==> config.mk <==
export PLATFORM = sky130hd
export DESIGN_NAME = ssf_status
export DESIGN_NICKNAME = d
export VERILOG_FILES = /design/src/pkg/ssf_pkg.sv /design/src/pkg/ssf_fifo_if.sv /design/src/rtl/ssf_status.sv /design/src/rtl/ssf_fifo.sv
export SDC_FILE = /design/constraint.sdc
export NUM_CORES = 1
export LEC_CHECK = 0
export BUFFER_PORTS_ARGS = -buffer_cell sky130_fd_sc_hd__buf_4
export CAP_MARGIN = 20
export CORE_MARGIN = 4
export CORE_UTILIZATION = 45
export CTS_BUF_LIST = sky130_fd_sc_hd__clkbuf_16
export CTS_CLUSTER_DIAMETER = 40
export DETAILED_ROUTE_END_ITERATION = 7
export PLACE_DENSITY = 0.63
export SKIP_LAST_GASP = 1
export SLEW_MARGIN = 10
export SYNTH_ARGS = -nofsm -noshare
export SYNTH_HDL_FRONTEND = slang
export SYNTH_SLANG_ARGS = --single-unit
==> constraint.sdc <==
create_clock -name clk -period 7.2 [get_ports clk]
set_input_delay 0.36 -clock clk [delete_from_list [all_inputs] [get_ports clk]]
set_output_delay 0.36 -clock clk [all_outputs]
set_load 0.02 [all_outputs]
==> src/pkg/ssf_pkg.sv <==
// package of constants and types for the serial status flag block
// Function
// - timing select 0, buffer empty: set transmit end while last bit shifts.
// - timing select 1, buffer empty: set transmit end after last bit done.
// - transmit end clears on write 0 after read 1, or on holding write.
// - buffer empty flag is bit 2, resets to 1, shows holding register empty.
// - buffer empty flag forced to 1 while transmit enable is 0.
// - buffer empty flag sets when holding word moves into shift register.
// - buffer empty flag clears on write 0 after it was read as 1.
// - buffer empty flag clears on holding write while transmit enabled.
// - block transfer write from transmit request, select 0, clears empty.
// - receive full flag is bit 1, resets to 0, shows unread data.
// - receive full flag sets when received word copied to holding register.
// - receive full flag clears on write 0 after it was read as 1.
// - any read of receive holding register clears receive full flag; here a fifo push in the same cycle wins and the flag stays set.
// - block transfer read from receive request, select 0, clears full flag.
// - transmit enable 1 permits transmission; 0 disables it.
// - transmit empty request issued only while its interrupt enable is 1.
package ssf_pkg;
    localparam int ADDR_W = 4;
    localparam logic [3:0] OFS_STATUS = 4'h0;
    localparam logic [3:0] OFS_ENABLE = 4'h1;
    localparam logic [3:0] OFS_CTRL2 = 4'h2;
    localparam logic [3:0] OFS_TXDATA = 4'h3;
    localparam logic [3:0] OFS_RXDATA = 4'h4;
    localparam int BIT_CE = 0;
    localparam int BIT_RXFULL = 1;
    localparam int BIT_TXEMPTY = 2;
    localparam int BIT_TXEND = 3;
    localparam int BIT_TE = 7;
    localparam int BIT_RE = 6;
    localparam int BIT_TEIE = 3;
    localparam int BIT_TIE = 2;
    localparam int BIT_RIE = 1;
    localparam int BIT_CEIE = 0;
    localparam int BIT_TIMSEL = 4;
    localparam logic RST_TXEMPTY = 1'b1;
    localparam logic RST_TXEND = 1'b0;
    localparam logic RST_RXFULL = 1'b0;
    localparam logic [7:0] RST_ENABLE = 8'h00;
    localparam logic [7:0] RST_CTRL2 = 8'h00;
    localparam int FIFO_DEPTH = 16;
    localparam int DATA_W = 8;
    localparam int BITS_PER_WORD = 8;
    localparam int SCK_HALF_NS = 40;
    localparam int CLK_NS = 10;
    localparam int SCK_HALF_CYC = (SCK_HALF_NS + CLK_NS - 1) / CLK_NS;
    typedef enum logic [1:0] {SSF_IDLE, SSF_SHIFT, SSF_TAIL} ssf_state_e;
endpackage : ssf_pkg

==> src/pkg/ssf_fifo_if.sv <==
// stream interface between the receive shifter and the receive fifo
interface ssf_fifo_if #(parameter int W = 8);
    logic valid;
    logic ready;
    logic [W-1:0] data;
    modport src (output valid, output data, input ready);
    modport snk (input valid, input data, output ready);
endinterface : ssf_fifo_if

==> src/rtl/ssf_status.sv <==
// serial unit with status flags, shifter, and receive fifo
module ssf_status
    import ssf_pkg::*;
(
    input wire logic clk,
    input wire logic resetn,
    input wire logic [ADDR_W-1:0] addr,
    input wire logic [7:0] wdata,
    input wire logic wr,
    input wire logic rd,
    output logic [7:0] rdata,
    input wire logic btu_tx_write,
    input wire logic btu_rx_read,
    input wire logic btu_sel,
    input wire logic [7:0] btu_wdata,
    output logic [7:0] btu_rdata,
    input wire logic miso,
    output logic mosi,
    output logic sck,
    output logic tx_empty_request,
    output logic rx_full_request,
    output logic tx_end_request
);
    logic [7:0] enable_reg;
    logic [7:0] ctrl2_reg;
    logic [7:0] tx_holding_reg;
    logic [7:0] shift_reg;
    logic [7:0] rx_word_reg;
    logic rx_word_valid_reg;
    logic transmit_end_flag_reg;
    logic tx_buffer_empty_flag_reg;
    logic rx_buffer_full_flag_reg;
    logic ce_flag_reg;
    logic seen_end_reg;
    logic seen_empty_reg;
    logic seen_full_reg;
    logic miso_s1_reg;
    logic miso_s2_reg;
    ssf_state_e state_reg;
    logic [3:0] bit_cnt_reg;
    logic [7:0] half_cnt_reg;
    logic sck_reg;
    logic mosi_reg;
    logic [7:0] rdata_reg;
    logic [7:0] fifo_data;
    logic fifo_valid;
    logic fifo_pop;
    logic transmit_enable_bit;
    logic timing_sel;
    logic tx_write;
    logic load_shift;
    logic last_bit;
    logic shift_done;
    logic status_wr;
    logic status_rd;
    logic rx_read;
    logic half_tick;
    ssf_fifo_if #(.W(DATA_W)) rxs ();

    function automatic logic hit(input logic [3:0] a, input logic [3:0] ofs);
        hit = (a == ofs);
    endfunction : hit

    assign transmit_enable_bit = enable_reg[BIT_TE];
    assign timing_sel = ctrl2_reg[BIT_TIMSEL];
    assign status_wr = wr && hit(addr, OFS_STATUS);
    assign status_rd = rd && hit(addr, OFS_STATUS);
    assign tx_write = (wr && hit(addr, OFS_TXDATA)) ||
        (btu_tx_write && !btu_sel);
    assign rx_read = (rd && hit(addr, OFS_RXDATA)) ||
        (btu_rx_read && !btu_sel);
    assign fifo_pop = rx_read && fifo_valid;
    assign half_tick = (half_cnt_reg == 8'(SCK_HALF_CYC - 1));
    assign load_shift = (state_reg == SSF_IDLE) && transmit_enable_bit &&
        !tx_buffer_empty_flag_reg;
    assign last_bit = (state_reg == SSF_SHIFT) &&
        (bit_cnt_reg == 4'(BITS_PER_WORD - 1));
    assign shift_done = (state_reg == SSF_TAIL) && half_tick;
    assign sck = sck_reg;
    assign mosi = mosi_reg;
    assign rdata = rdata_reg;
    assign btu_rdata = fifo_data;
    assign tx_empty_request = tx_buffer_empty_flag_reg &&
        enable_reg[BIT_TIE];
    assign rx_full_request = rx_buffer_full_flag_reg &&
        enable_reg[BIT_RIE];
    assign tx_end_request = transmit_end_flag_reg &&
        enable_reg[BIT_TEIE];

    always_ff @(posedge clk or negedge resetn) begin
        if (!resetn) begin
            miso_s1_reg <= 1'b0;
            miso_s2_reg <= 1'b0;
        end else begin
            miso_s1_reg <= miso;
            miso_s2_reg <= miso_s1_reg;
        end
    end

    always_ff @(posedge clk or negedge resetn) begin
        if (!resetn) begin
            enable_reg <= RST_ENABLE;
            ctrl2_reg <= RST_CTRL2;
            tx_holding_reg <= 8'h00;
        end else begin
            if (wr && hit(addr, OFS_ENABLE)) begin
                enable_reg <= wdata & 8'hCF;
            end
            if (wr && hit(addr, OFS_CTRL2)) begin
                ctrl2_reg <= wdata & 8'h1C;
            end
            if (wr && hit(addr, OFS_TXDATA)) begin
                tx_holding_reg <= wdata;
            end else if (btu_tx_write) begin
                tx_holding_reg <= btu_wdata;
            end
        end
    end

    always_ff @(posedge clk or negedge resetn) begin
        if (!resetn) begin
            state_reg <= SSF_IDLE;
            bit_cnt_reg <= 4'h0;
            half_cnt_reg <= 8'h00;
            sck_reg <= 1'b0;
            mosi_reg <= 1'b0;
            shift_reg <= 8'h00;
            rx_word_reg <= 8'h00;
            rx_word_valid_reg <= 1'b0;
        end else begin
            if (rxs.ready) begin
                rx_word_valid_reg <= 1'b0;
            end
            half_cnt_reg <= (state_reg == SSF_IDLE || half_tick) ?
                8'h00 : half_cnt_reg + 8'h01;
            case (state_reg)
                SSF_IDLE: begin
                    if (load_shift) begin
                        shift_reg <= tx_holding_reg;
                        mosi_reg <= tx_holding_reg[7];
                        bit_cnt_reg <= 4'h0;
                        state_reg <= SSF_SHIFT;
                    end
                end
                SSF_SHIFT: begin
                    if (half_tick) begin
                        sck_reg <= !sck_reg;
                        if (sck_reg) begin
                            mosi_reg <= shift_reg[7];
                            if (last_bit) begin
                                state_reg <= SSF_TAIL;
                            end
                            bit_cnt_reg <= bit_cnt_reg + 4'h1;
                        end else begin
                            shift_reg <= {shift_reg[6:0], miso_s2_reg};
                        end
                    end
                end
                SSF_TAIL: begin
                    if (half_tick) begin
                        state_reg <= SSF_IDLE;
                        if (enable_reg[BIT_RE] && !rx_word_valid_reg) begin
                            rx_word_reg <= shift_reg;
                            rx_word_valid_reg <= 1'b1;
                        end
                    end
                end
                default: begin
                    state_reg <= SSF_IDLE;
                end
            endcase
        end
    end

    assign rxs.valid = rx_word_valid_reg;
    assign rxs.data = rx_word_reg;

    ssf_fifo #(.W(DATA_W), .DEPTH(FIFO_DEPTH)) u_fifo (
        .clk(clk),
        .resetn(resetn),
        .in_s(rxs),
        .out_valid(fifo_valid),
        .out_ready(fifo_pop),
        .out_data(fifo_data)
    );

    // transmit end flag
    always_ff @(posedge clk or negedge resetn) begin
        if (!resetn) begin
            transmit_end_flag_reg <= RST_TXEND;
            seen_end_reg <= 1'b0;
        end else begin
            if (status_rd && transmit_end_flag_reg) begin
                seen_end_reg <= 1'b1;
            end
            if (tx_buffer_empty_flag_reg && !load_shift &&
                ((!timing_sel && last_bit) ||
                 (timing_sel && shift_done))) begin
                transmit_end_flag_reg <= 1'b1;
                seen_end_reg <= 1'b0;
            end else if (tx_write) begin
                transmit_end_flag_reg <= 1'b0;
                seen_end_reg <= 1'b0;
            end else if (status_wr && !wdata[BIT_TXEND] && seen_end_reg) begin
                transmit_end_flag_reg <= 1'b0;
                seen_end_reg <= 1'b0;
            end
        end
    end

    // transmit buffer empty flag
    always_ff @(posedge clk or negedge resetn) begin
        if (!resetn) begin
            tx_buffer_empty_flag_reg <= RST_TXEMPTY;
            seen_empty_reg <= 1'b0;
        end else begin
            if (status_rd && tx_buffer_empty_flag_reg) begin
                seen_empty_reg <= 1'b1;
            end
            if (!transmit_enable_bit) begin
                tx_buffer_empty_flag_reg <= 1'b1;
            end else if (load_shift) begin
                tx_buffer_empty_flag_reg <= 1'b1;
                seen_empty_reg <= 1'b0;
            end else if (tx_write) begin
                tx_buffer_empty_flag_reg <= 1'b0;
                seen_empty_reg <= 1'b0;
            end else if (status_wr && !wdata[BIT_TXEMPTY] &&
                seen_empty_reg) begin
                tx_buffer_empty_flag_reg <= 1'b0;
                seen_empty_reg <= 1'b0;
            end
        end
    end

    // receive buffer full flag sets on each fifo push, clears on a receive read
    always_ff @(posedge clk or negedge resetn) begin
        if (!resetn) begin
            rx_buffer_full_flag_reg <= RST_RXFULL;
            seen_full_reg <= 1'b0;
        end else begin
            if (status_rd && rx_buffer_full_flag_reg) begin
                seen_full_reg <= 1'b1;
            end
            if (rxs.valid && rxs.ready) begin
                rx_buffer_full_flag_reg <= 1'b1;
                seen_full_reg <= 1'b0;
            end else if (rx_read) begin
                rx_buffer_full_flag_reg <= 1'b0;
                seen_full_reg <= 1'b0;
            end else if (status_wr && !wdata[BIT_RXFULL] && seen_full_reg) begin
                rx_buffer_full_flag_reg <= 1'b0;
                seen_full_reg <= 1'b0;
            end
        end
    end

    always_ff @(posedge clk or negedge resetn) begin
        if (!resetn) begin
            ce_flag_reg <= 1'b0;
        end else if (status_wr && !wdata[BIT_CE]) begin
            ce_flag_reg <= 1'b0;
        end
    end

    always_ff @(posedge clk or negedge resetn) begin
        if (!resetn) begin
            rdata_reg <= 8'h00;
        end else if (rd) begin
            case (addr)
                OFS_STATUS: rdata_reg <= {4'h0, transmit_end_flag_reg,
                    tx_buffer_empty_flag_reg || !transmit_enable_bit,
                    rx_buffer_full_flag_reg,
                    ce_flag_reg};
                OFS_ENABLE: rdata_reg <= enable_reg;
                OFS_CTRL2: rdata_reg <= ctrl2_reg;
                OFS_TXDATA: rdata_reg <= tx_holding_reg;
                OFS_RXDATA: rdata_reg <= fifo_data;
                default: rdata_reg <= 8'h00;
            endcase
        end else begin
            rdata_reg <= 8'h00;
        end
    end
endmodule : ssf_status

==> src/rtl/ssf_fifo.sv <==
// parameterised fifo with valid and ready on both sides
module ssf_fifo #(
    parameter int W = 8,
    parameter int DEPTH = 16
) (
    input wire logic clk,
    input wire logic resetn,
    ssf_fifo_if.snk in_s,
    output logic out_valid,
    input wire logic out_ready,
    output logic [W-1:0] out_data
);
    localparam int AW = $clog2(DEPTH);
    logic [W-1:0] mem_reg [DEPTH];
    logic [AW-1:0] wp_reg;
    logic [AW-1:0] rp_reg;
    logic [AW:0] cnt_reg;
    logic push;
    logic pop;
    assign in_s.ready = (cnt_reg != (AW+1)'(DEPTH)) || pop;
    assign out_valid = (cnt_reg != '0);
    assign push = in_s.valid && in_s.ready;
    assign pop = out_valid && out_ready;
    always_ff @(posedge clk) begin
        if (push) begin
            mem_reg[wp_reg] <= in_s.data;
        end
    end
    always_ff @(posedge clk or negedge resetn) begin
        if (!resetn) begin
            wp_reg <= '0;
            rp_reg <= '0;
            cnt_reg <= '0;
        end else begin
            if (push) begin
                wp_reg <= wp_reg + 1'b1;
            end
            if (pop) begin
                rp_reg <= rp_reg + 1'b1;
            end
            cnt_reg <= cnt_reg + (AW+1)'(push) - (AW+1)'(pop);
        end
    end
    always_ff @(posedge clk or negedge resetn) begin
        if (!resetn) begin
            out_data <= '0;
        end else if (push && (cnt_reg == '0 ||
            (pop && cnt_reg == (AW+1)'(1)))) begin
            out_data <= in_s.data;
        end else if (pop) begin
            out_data <= mem_reg[rp_reg + 1'b1];
        end
    end
endmodule : ssf_fifo

; ---- Word level (Yosys, flattened, before mapping)
; Memory sizes are Yosys's and may differ from the RTL's.
; Index checks and enable logic that the tools add are counted.
[word_totals]
reg_bits = 87
ram_bits = 128
inputBits = 28
output_inout_bits = 21
elab_cells = 169
n_memories = 1
[op_classes]
n_addsub = 6
eq_ne = 17
muxes = 54
n_reduce_logical = 67
[mem_list]
columns = name, depth, width, rd, rd_ports_with_merged_regs, write_ports, line
row1 = u_fifo.mem_reg, 16, 8, 1, 0, 1, ssf_fifo.sv:14  ; logic [W-1:0] mem_reg [DEPTH];
[op_table]
columns = cell, count
row1 = $mux 8, 9
row2 = $pmux 8 s5, 1
row3 = $logic_and 1x1->1, 34
row4 = $mux 1, 32
row5 = $pmux 8 s2, 1
row6 = $add 4x1->4 const B, 3
row7 = $mux 4, 3
row8 = $ne 2x2->1 const B, 6
row9 = $logic_not 1->1, 10
row10 = $mux 2, 5
row11 = $add 8x1->8 const B, 1
row12 = $eq 4x2->1 const B, 2
row13 = $eq 4x3->1 const B, 2
row14 = $eq 8x2->1 const B, 1
row15 = $pmux 4 s2, 1
row16 = $reduce_and 4->1, 2
row17 = $reduce_bool 4->1, 2
row18 = $logic_or 1x1->1, 7
row19 = $pmux 2 s3, 1
row20 = $reduce_bool 2->1, 3
row21 = $reduce_bool 3->1, 2
row22 = $add 5x1->5, 1
row23 = $eq 5x1->1 const B, 1
row24 = $logic_not 5->1, 1
row25 = 13 further kinds, 13

; ---- Logic depth before layout (Yosys ltp)
[depth]
depth_word = 10
depth_mapped = 14
mapped_depth_nobuf = 14

; ---- Cells and area by module
; Synthesis repeated with hierarchy kept, for this count alone.
[unflattened]
cells_unflattened = 713
hier_area_um2 = 9191.3
[modules_own_cells]
columns = module, instances, cells_per_inst, area_each_um2
row1 = ssf_fifo, 1, 438, 6094.6
row2 = ssf_status, 1, 275, 3096.7

; ---- Worst setup path before layout
; Ideal clock, no wire load.
[synth_timing]
kind = input -> register
startpoint = input addr[1]
endpoint = register u_fifo.cnt_reg[4]
setup_time_ns = 0.123
arrival_ns = 2.515
path_slack_ns = 4.562
cell_stages = 13
path_cell_list = buf_2 nor4b_4 a21oi_2 or2_1 inv_1 ha_1 inv_1 ha_1 fa_1 a21oi_1 nor2_1 nor2_1 xnor2_1
[synth_between]
elab_chain_len = 9
[synth_lines]
columns = element, line
row1 = start: declaration, ssf_status.sv:7  ; input wire logic [ADDR_W-1:0] addr,
row2 = $eq 4x3->1 (*), ssf_status.sv:61  ; hit = (a == ofs);
row3 = $logic_and 1x1->1 (*), ssf_status.sv:70  ; assign rx_read = (rd && hit(addr, OFS_RXDATA)) ||
row4 = $logic_or 1x1->1 (*), ssf_status.sv:70
row5 = $logic_and 1x1->1 (*), ssf_status.sv:72  ; assign fifo_pop = rx_read && fifo_valid;
row6 = $logic_and 1x1->1 (*), ssf_fifo.sv:23  ; assign pop = out_valid && out_ready;
row7 = via u_fifo.pop, ssf_fifo.sv:19  ; logic pop;
row8 = $logic_or 1x1->1, ssf_fifo.sv:20  ; assign in_s.ready = (cnt_reg != (AW+1)'(DEPTH)) || pop;
row9 = $logic_and 1x1->1, ssf_fifo.sv:22  ; assign push = in_s.valid && in_s.ready;
row10 = $add 5x1->5, ssf_fifo.sv:41  ; cnt_reg <= cnt_reg + (AW+1)'(push) - (AW+1)'(pop);
row11 = $sub 5x1->5 (*), ssf_fifo.sv:41
row12 = end signal: assignment, ssf_fifo.sv:41
row13 = end: declaration, ssf_fifo.sv:17  ; logic [AW:0] cnt_reg;
; Mark *: on every way through the listed nets, which the timed path passes. The rest lies on a longest branch.
; A chain may end at the register's enable or synchronous reset.

; ---- Final worst setup path
[layout_timing]
startpoint = register u_fifo.cnt_reg[3]
endpoint = register u_fifo.cnt_reg[4]
[layout_between]
elab_chain_len = 7
elab_cells_between_ends = 8
classes_between = 2 x add/sub / 1 x eq/ne / 5 x reduce/logical
[layout_lines]
columns = element, line
row1 = $reduce_bool 5->1 (*), ssf_fifo.sv:21  ; assign out_valid = (cnt_reg != '0);
row2 = $logic_and 1x1->1, ssf_status.sv:72
row3 = $logic_and 1x1->1 (*), ssf_fifo.sv:23
row4 = via u_fifo.pop, ssf_fifo.sv:19
row5 = $logic_or 1x1->1, ssf_fifo.sv:20
row6 = $logic_and 1x1->1, ssf_fifo.sv:22
row7 = $add 5x1->5, ssf_fifo.sv:41
row8 = $sub 5x1->5 (*), ssf_fifo.sv:41
; Marked as above.

==> summary.txt <==
CTS
  – CTS Buffer Depth: 3
  – Htree depth: 1
  – CTS buffer count: 27
  – Post_cts resized: 0
  – Clock root cell: clkbuf_16
  – Setup Fix Bufs, Post-CTS: 0
  – CTS tree: done
  – Sink Count: 215
  – Clock latency on the worst-skew pair: 0.53 ns
  – CTS clock-pin slew for the worst setup and hold paths: 0.05 ns

Power and ir drop
  – VDD IR max: 0.000229 V
  – Lkg Pwr: 0.00386 µW
  – Cell area power density: 353 mW/mm²

Logic synthesis
  – Commonest register cell after synthesis: edfxtp_1
  – Top cells by area, synth: edfxtp_1 42%, dfrtp_1 23%, mux4_2 7.8%
  – Netlist Area Pre-Place: 0.00921 mm²
  – FF+latch count, synth: 215
  – Post-synth EDFFs: 128
  – Biggest area consumer among synthesized cells: edfxtp_1
  – Syn nets: 661
  – Post-synth ARST share: 40.5%
  – Post-synth top area share: 41.7%
  – Most common cell in the netlist: edfxtp_1
  – Syn avg cell area: 14.9 µm²
  – Synth top cells by count: 128 x edfxtp_1, 86 x dfrtp_1, 42 x nor2_1
  – Unique masters post-synth: 61
  – Mapped Cells: 619
  – Synth warn: 0
  – Sequential area share after synthesis: 65.4%

Timing
  – Final period util: 43.2%
  – RSZ-0062 raised after global routing: false
  – Fin crit period: 3.11 ns
  – Final hold viol count: 0
  – Worst-Margin Slew: 1.06 ns
  – Clk_skew: 0.0205 ns
  – Max-slew headroom at the worst pin: 29.5%
  – Slew Limit Fails: 0
  – Final setup violation count: 0
  – Fmax: 0.321 GHz
  – Setup_tns: 0 ns

Cells and area
  – ANT cells: 0
  – Final core occ: 53.3%
  – Largest register FFs: 128
  – Final instance area: 0.0108 mm²
  – Final cell count without fillers: 971
  – Area grow syn2layout: 16.8%
  – Final nets: 722
  – Layout cell share with drive strength beyond 1: 23.1%

Drt
  – 1st-pass router iterations: 4
  – Routed Antenna Nets: 0
  – DRC: 0
  – Final wirelength: 20.9 mm
  – Vias per Instance: 5.61
  – Via count: 5450
  – DR iter-0 viols: 332
  – DR WL/cell: 21.6 µm

Global routing
  – Met3 Resource Use GR: 3.02%
  – Number of global-route vias before repair: 5686
  – Total congestion overflow: 0
  – Most used routing layer in global routing: met2
  – Initial antenna violation count: 0
  – Largest net degree at the start of global routing: 76
  – Global-route wire length before repair: 32.7 mm
  – Met1 Use GR: 25.7%
  – Met2 GRT Util: 30.9%
  – Global-route usage over all layers: 18.9%

Critical path
  – Arrival time of the worst setup path: 3.56 ns
  – Internal reg-to-reg setup slack: 4.09 ns
  – R2R depth: 14
  – Crit Path Category: register to register
  – Crit-path max FO: 12
  – Critical path launch point type: register
  – RR Endpoint: u_fifo.cnt_reg[4]
  – Worst Setup End Kind: register
  – Worst Path Required: 7.64 ns
  – Beginning of the worst register-to-register path: u_fifo.cnt_reg[3]

Place
  – Final GP Congestion: 0.851
  – Hpwl dp: 15.0 mm
  – Placed instance area: 0.00982 mm²
  – Buffers added on ports: 48
  – Placed cell count: 916

Status
  – Status: completed

Hold path
  – Hold Crit Class: primary input to register
  – Min-delay src: wdata[5]
  – Hold Crit Depth: 3
  – Worst Hold End: tx_holding_reg[5]

Floorplan
  – Die H: 151 µm
  – Site Rows: 52
  – Core ar.: 0.0202 mm²
  – Starting density of the core: 45.7%
  – I/O pin count: 49
  – Die ar.: 0.0228 mm²
  – Die X-Extent: 151 µm

Run
  – Maxcap violations: 0
==> metrics by stage <==
stage	hold slack [ns]	worst slack [ns]	total power (µW)
6_report	0.0566	4.09	3790
3_5_place_dp	0.218	3.69	2500
2_1_floorplan	0.0644	4.56	2230
5_1_grt	0.0491	3.87	3980
4_1_cts	0.0459	4.11	3820
3_3_place_gp	0.214	3.86	2470
==> worst max-delay path by stage <==
| stage | from | to | slack, ns | cells after the start |
|---|---|---|---|---|
| after floorplan | addr[1] | u_fifo.cnt_reg[4] | 4.56 | 13 |
| after global placement | addr[1] | u_fifo.mem_reg[5][1] | 3.86 | 6 |
| after detailed placement | addr[1] | u_fifo.mem_reg[5][1] | 3.69 | 6 |
| after CTS | u_fifo.cnt_reg[3] | u_fifo.mem_reg[5][6] | 4.11 | 7 |
| after global routing | u_fifo.cnt_reg[2] | u_fifo.cnt_reg[4] | 3.87 | 14 |
| final | u_fifo.cnt_reg[3] | u_fifo.cnt_reg[4] | 4.09 | 14 |
==> cell usage in the layout, fill, tap and decap left out, drive strengths merged, types with 20 or more instances in the layout <==
master	count
inv	24
nor2b	26
buf	53
nor2	43
mux4	32
clkbuf	28
a21oi	28
dfrtp	86
nand2	23
edfxtp	128
mux2i	20
==> power breakdown <==
part / total, µW / switching (µW) / internal (µW) / leakage (µW)
logic: 941 / 519 / 421 / 0.00139
registers: 1540 / 131 / 1410 / 0.00201
clock network: 1310 / 509 / 799 / 0.000454
total: 3790 / 1160 / 2630 / 0.00386
==> worst max-delay path, cell delays in order, from the launching register on <==
cell	delay, ns
dfrtp_1	0.39
inv_1	0.09
ha_1	0.16
nand2b_1	0.08
nor3_1	0.25
or2_1	0.43
inv_1	0.16
ha_1	0.31
inv_1	0.04
ha_1	0.22
fa_1	0.44
a21oi_1	0.14
nor2_1	0.06
nor2_1	0.14
xnor2_1	0.13
==> layer usage <==
metal / part of all wire, % / wire, µm
met1: 44 / 9140
met2: 49 / 10300
met3: 3.4 / 709
met4: 3.6 / 761
met5: 0 / 0
==> layout make-up <==
| class | count | area, µm² |
|---|---|---|
| Clock buffer | 27 | 676 |
| Clock inverter | 23 | 216 |
| Fill cell | 1622 | 9410 |
| Inverter | 14 | 52.6 |
| Multi-Input combinational cell | 366 | 3030 |
| Sequential cell | 215 | 6020 |
| Tap cell | 270 | 338 |
| Timing Repair Buffer | 56 | 420 |
==> cell families (layout without fill, tap and decap cells) <==
family	count (synthesis)	after routing	synth area share, %
adder cells (fa/ha/maj)	14	14	1.98
flip-flops	215	215	65.4
XOR/XNOR	18	18	1.71
AND/OR/NAND/NOR	171	171	10.2
AO/OA/AOI/OAI	92	92	6.68
multiplexers	71	71	12.3
buffers and inverters	38	120	1.78
==> repair_timing <==
action	in CTS	in global routing
hold endpoints to repair	13	0
hold buffers	2	0
endpoints found under the setup margin	0	0
No activity file was read; power rests on OpenSTA's default activity.
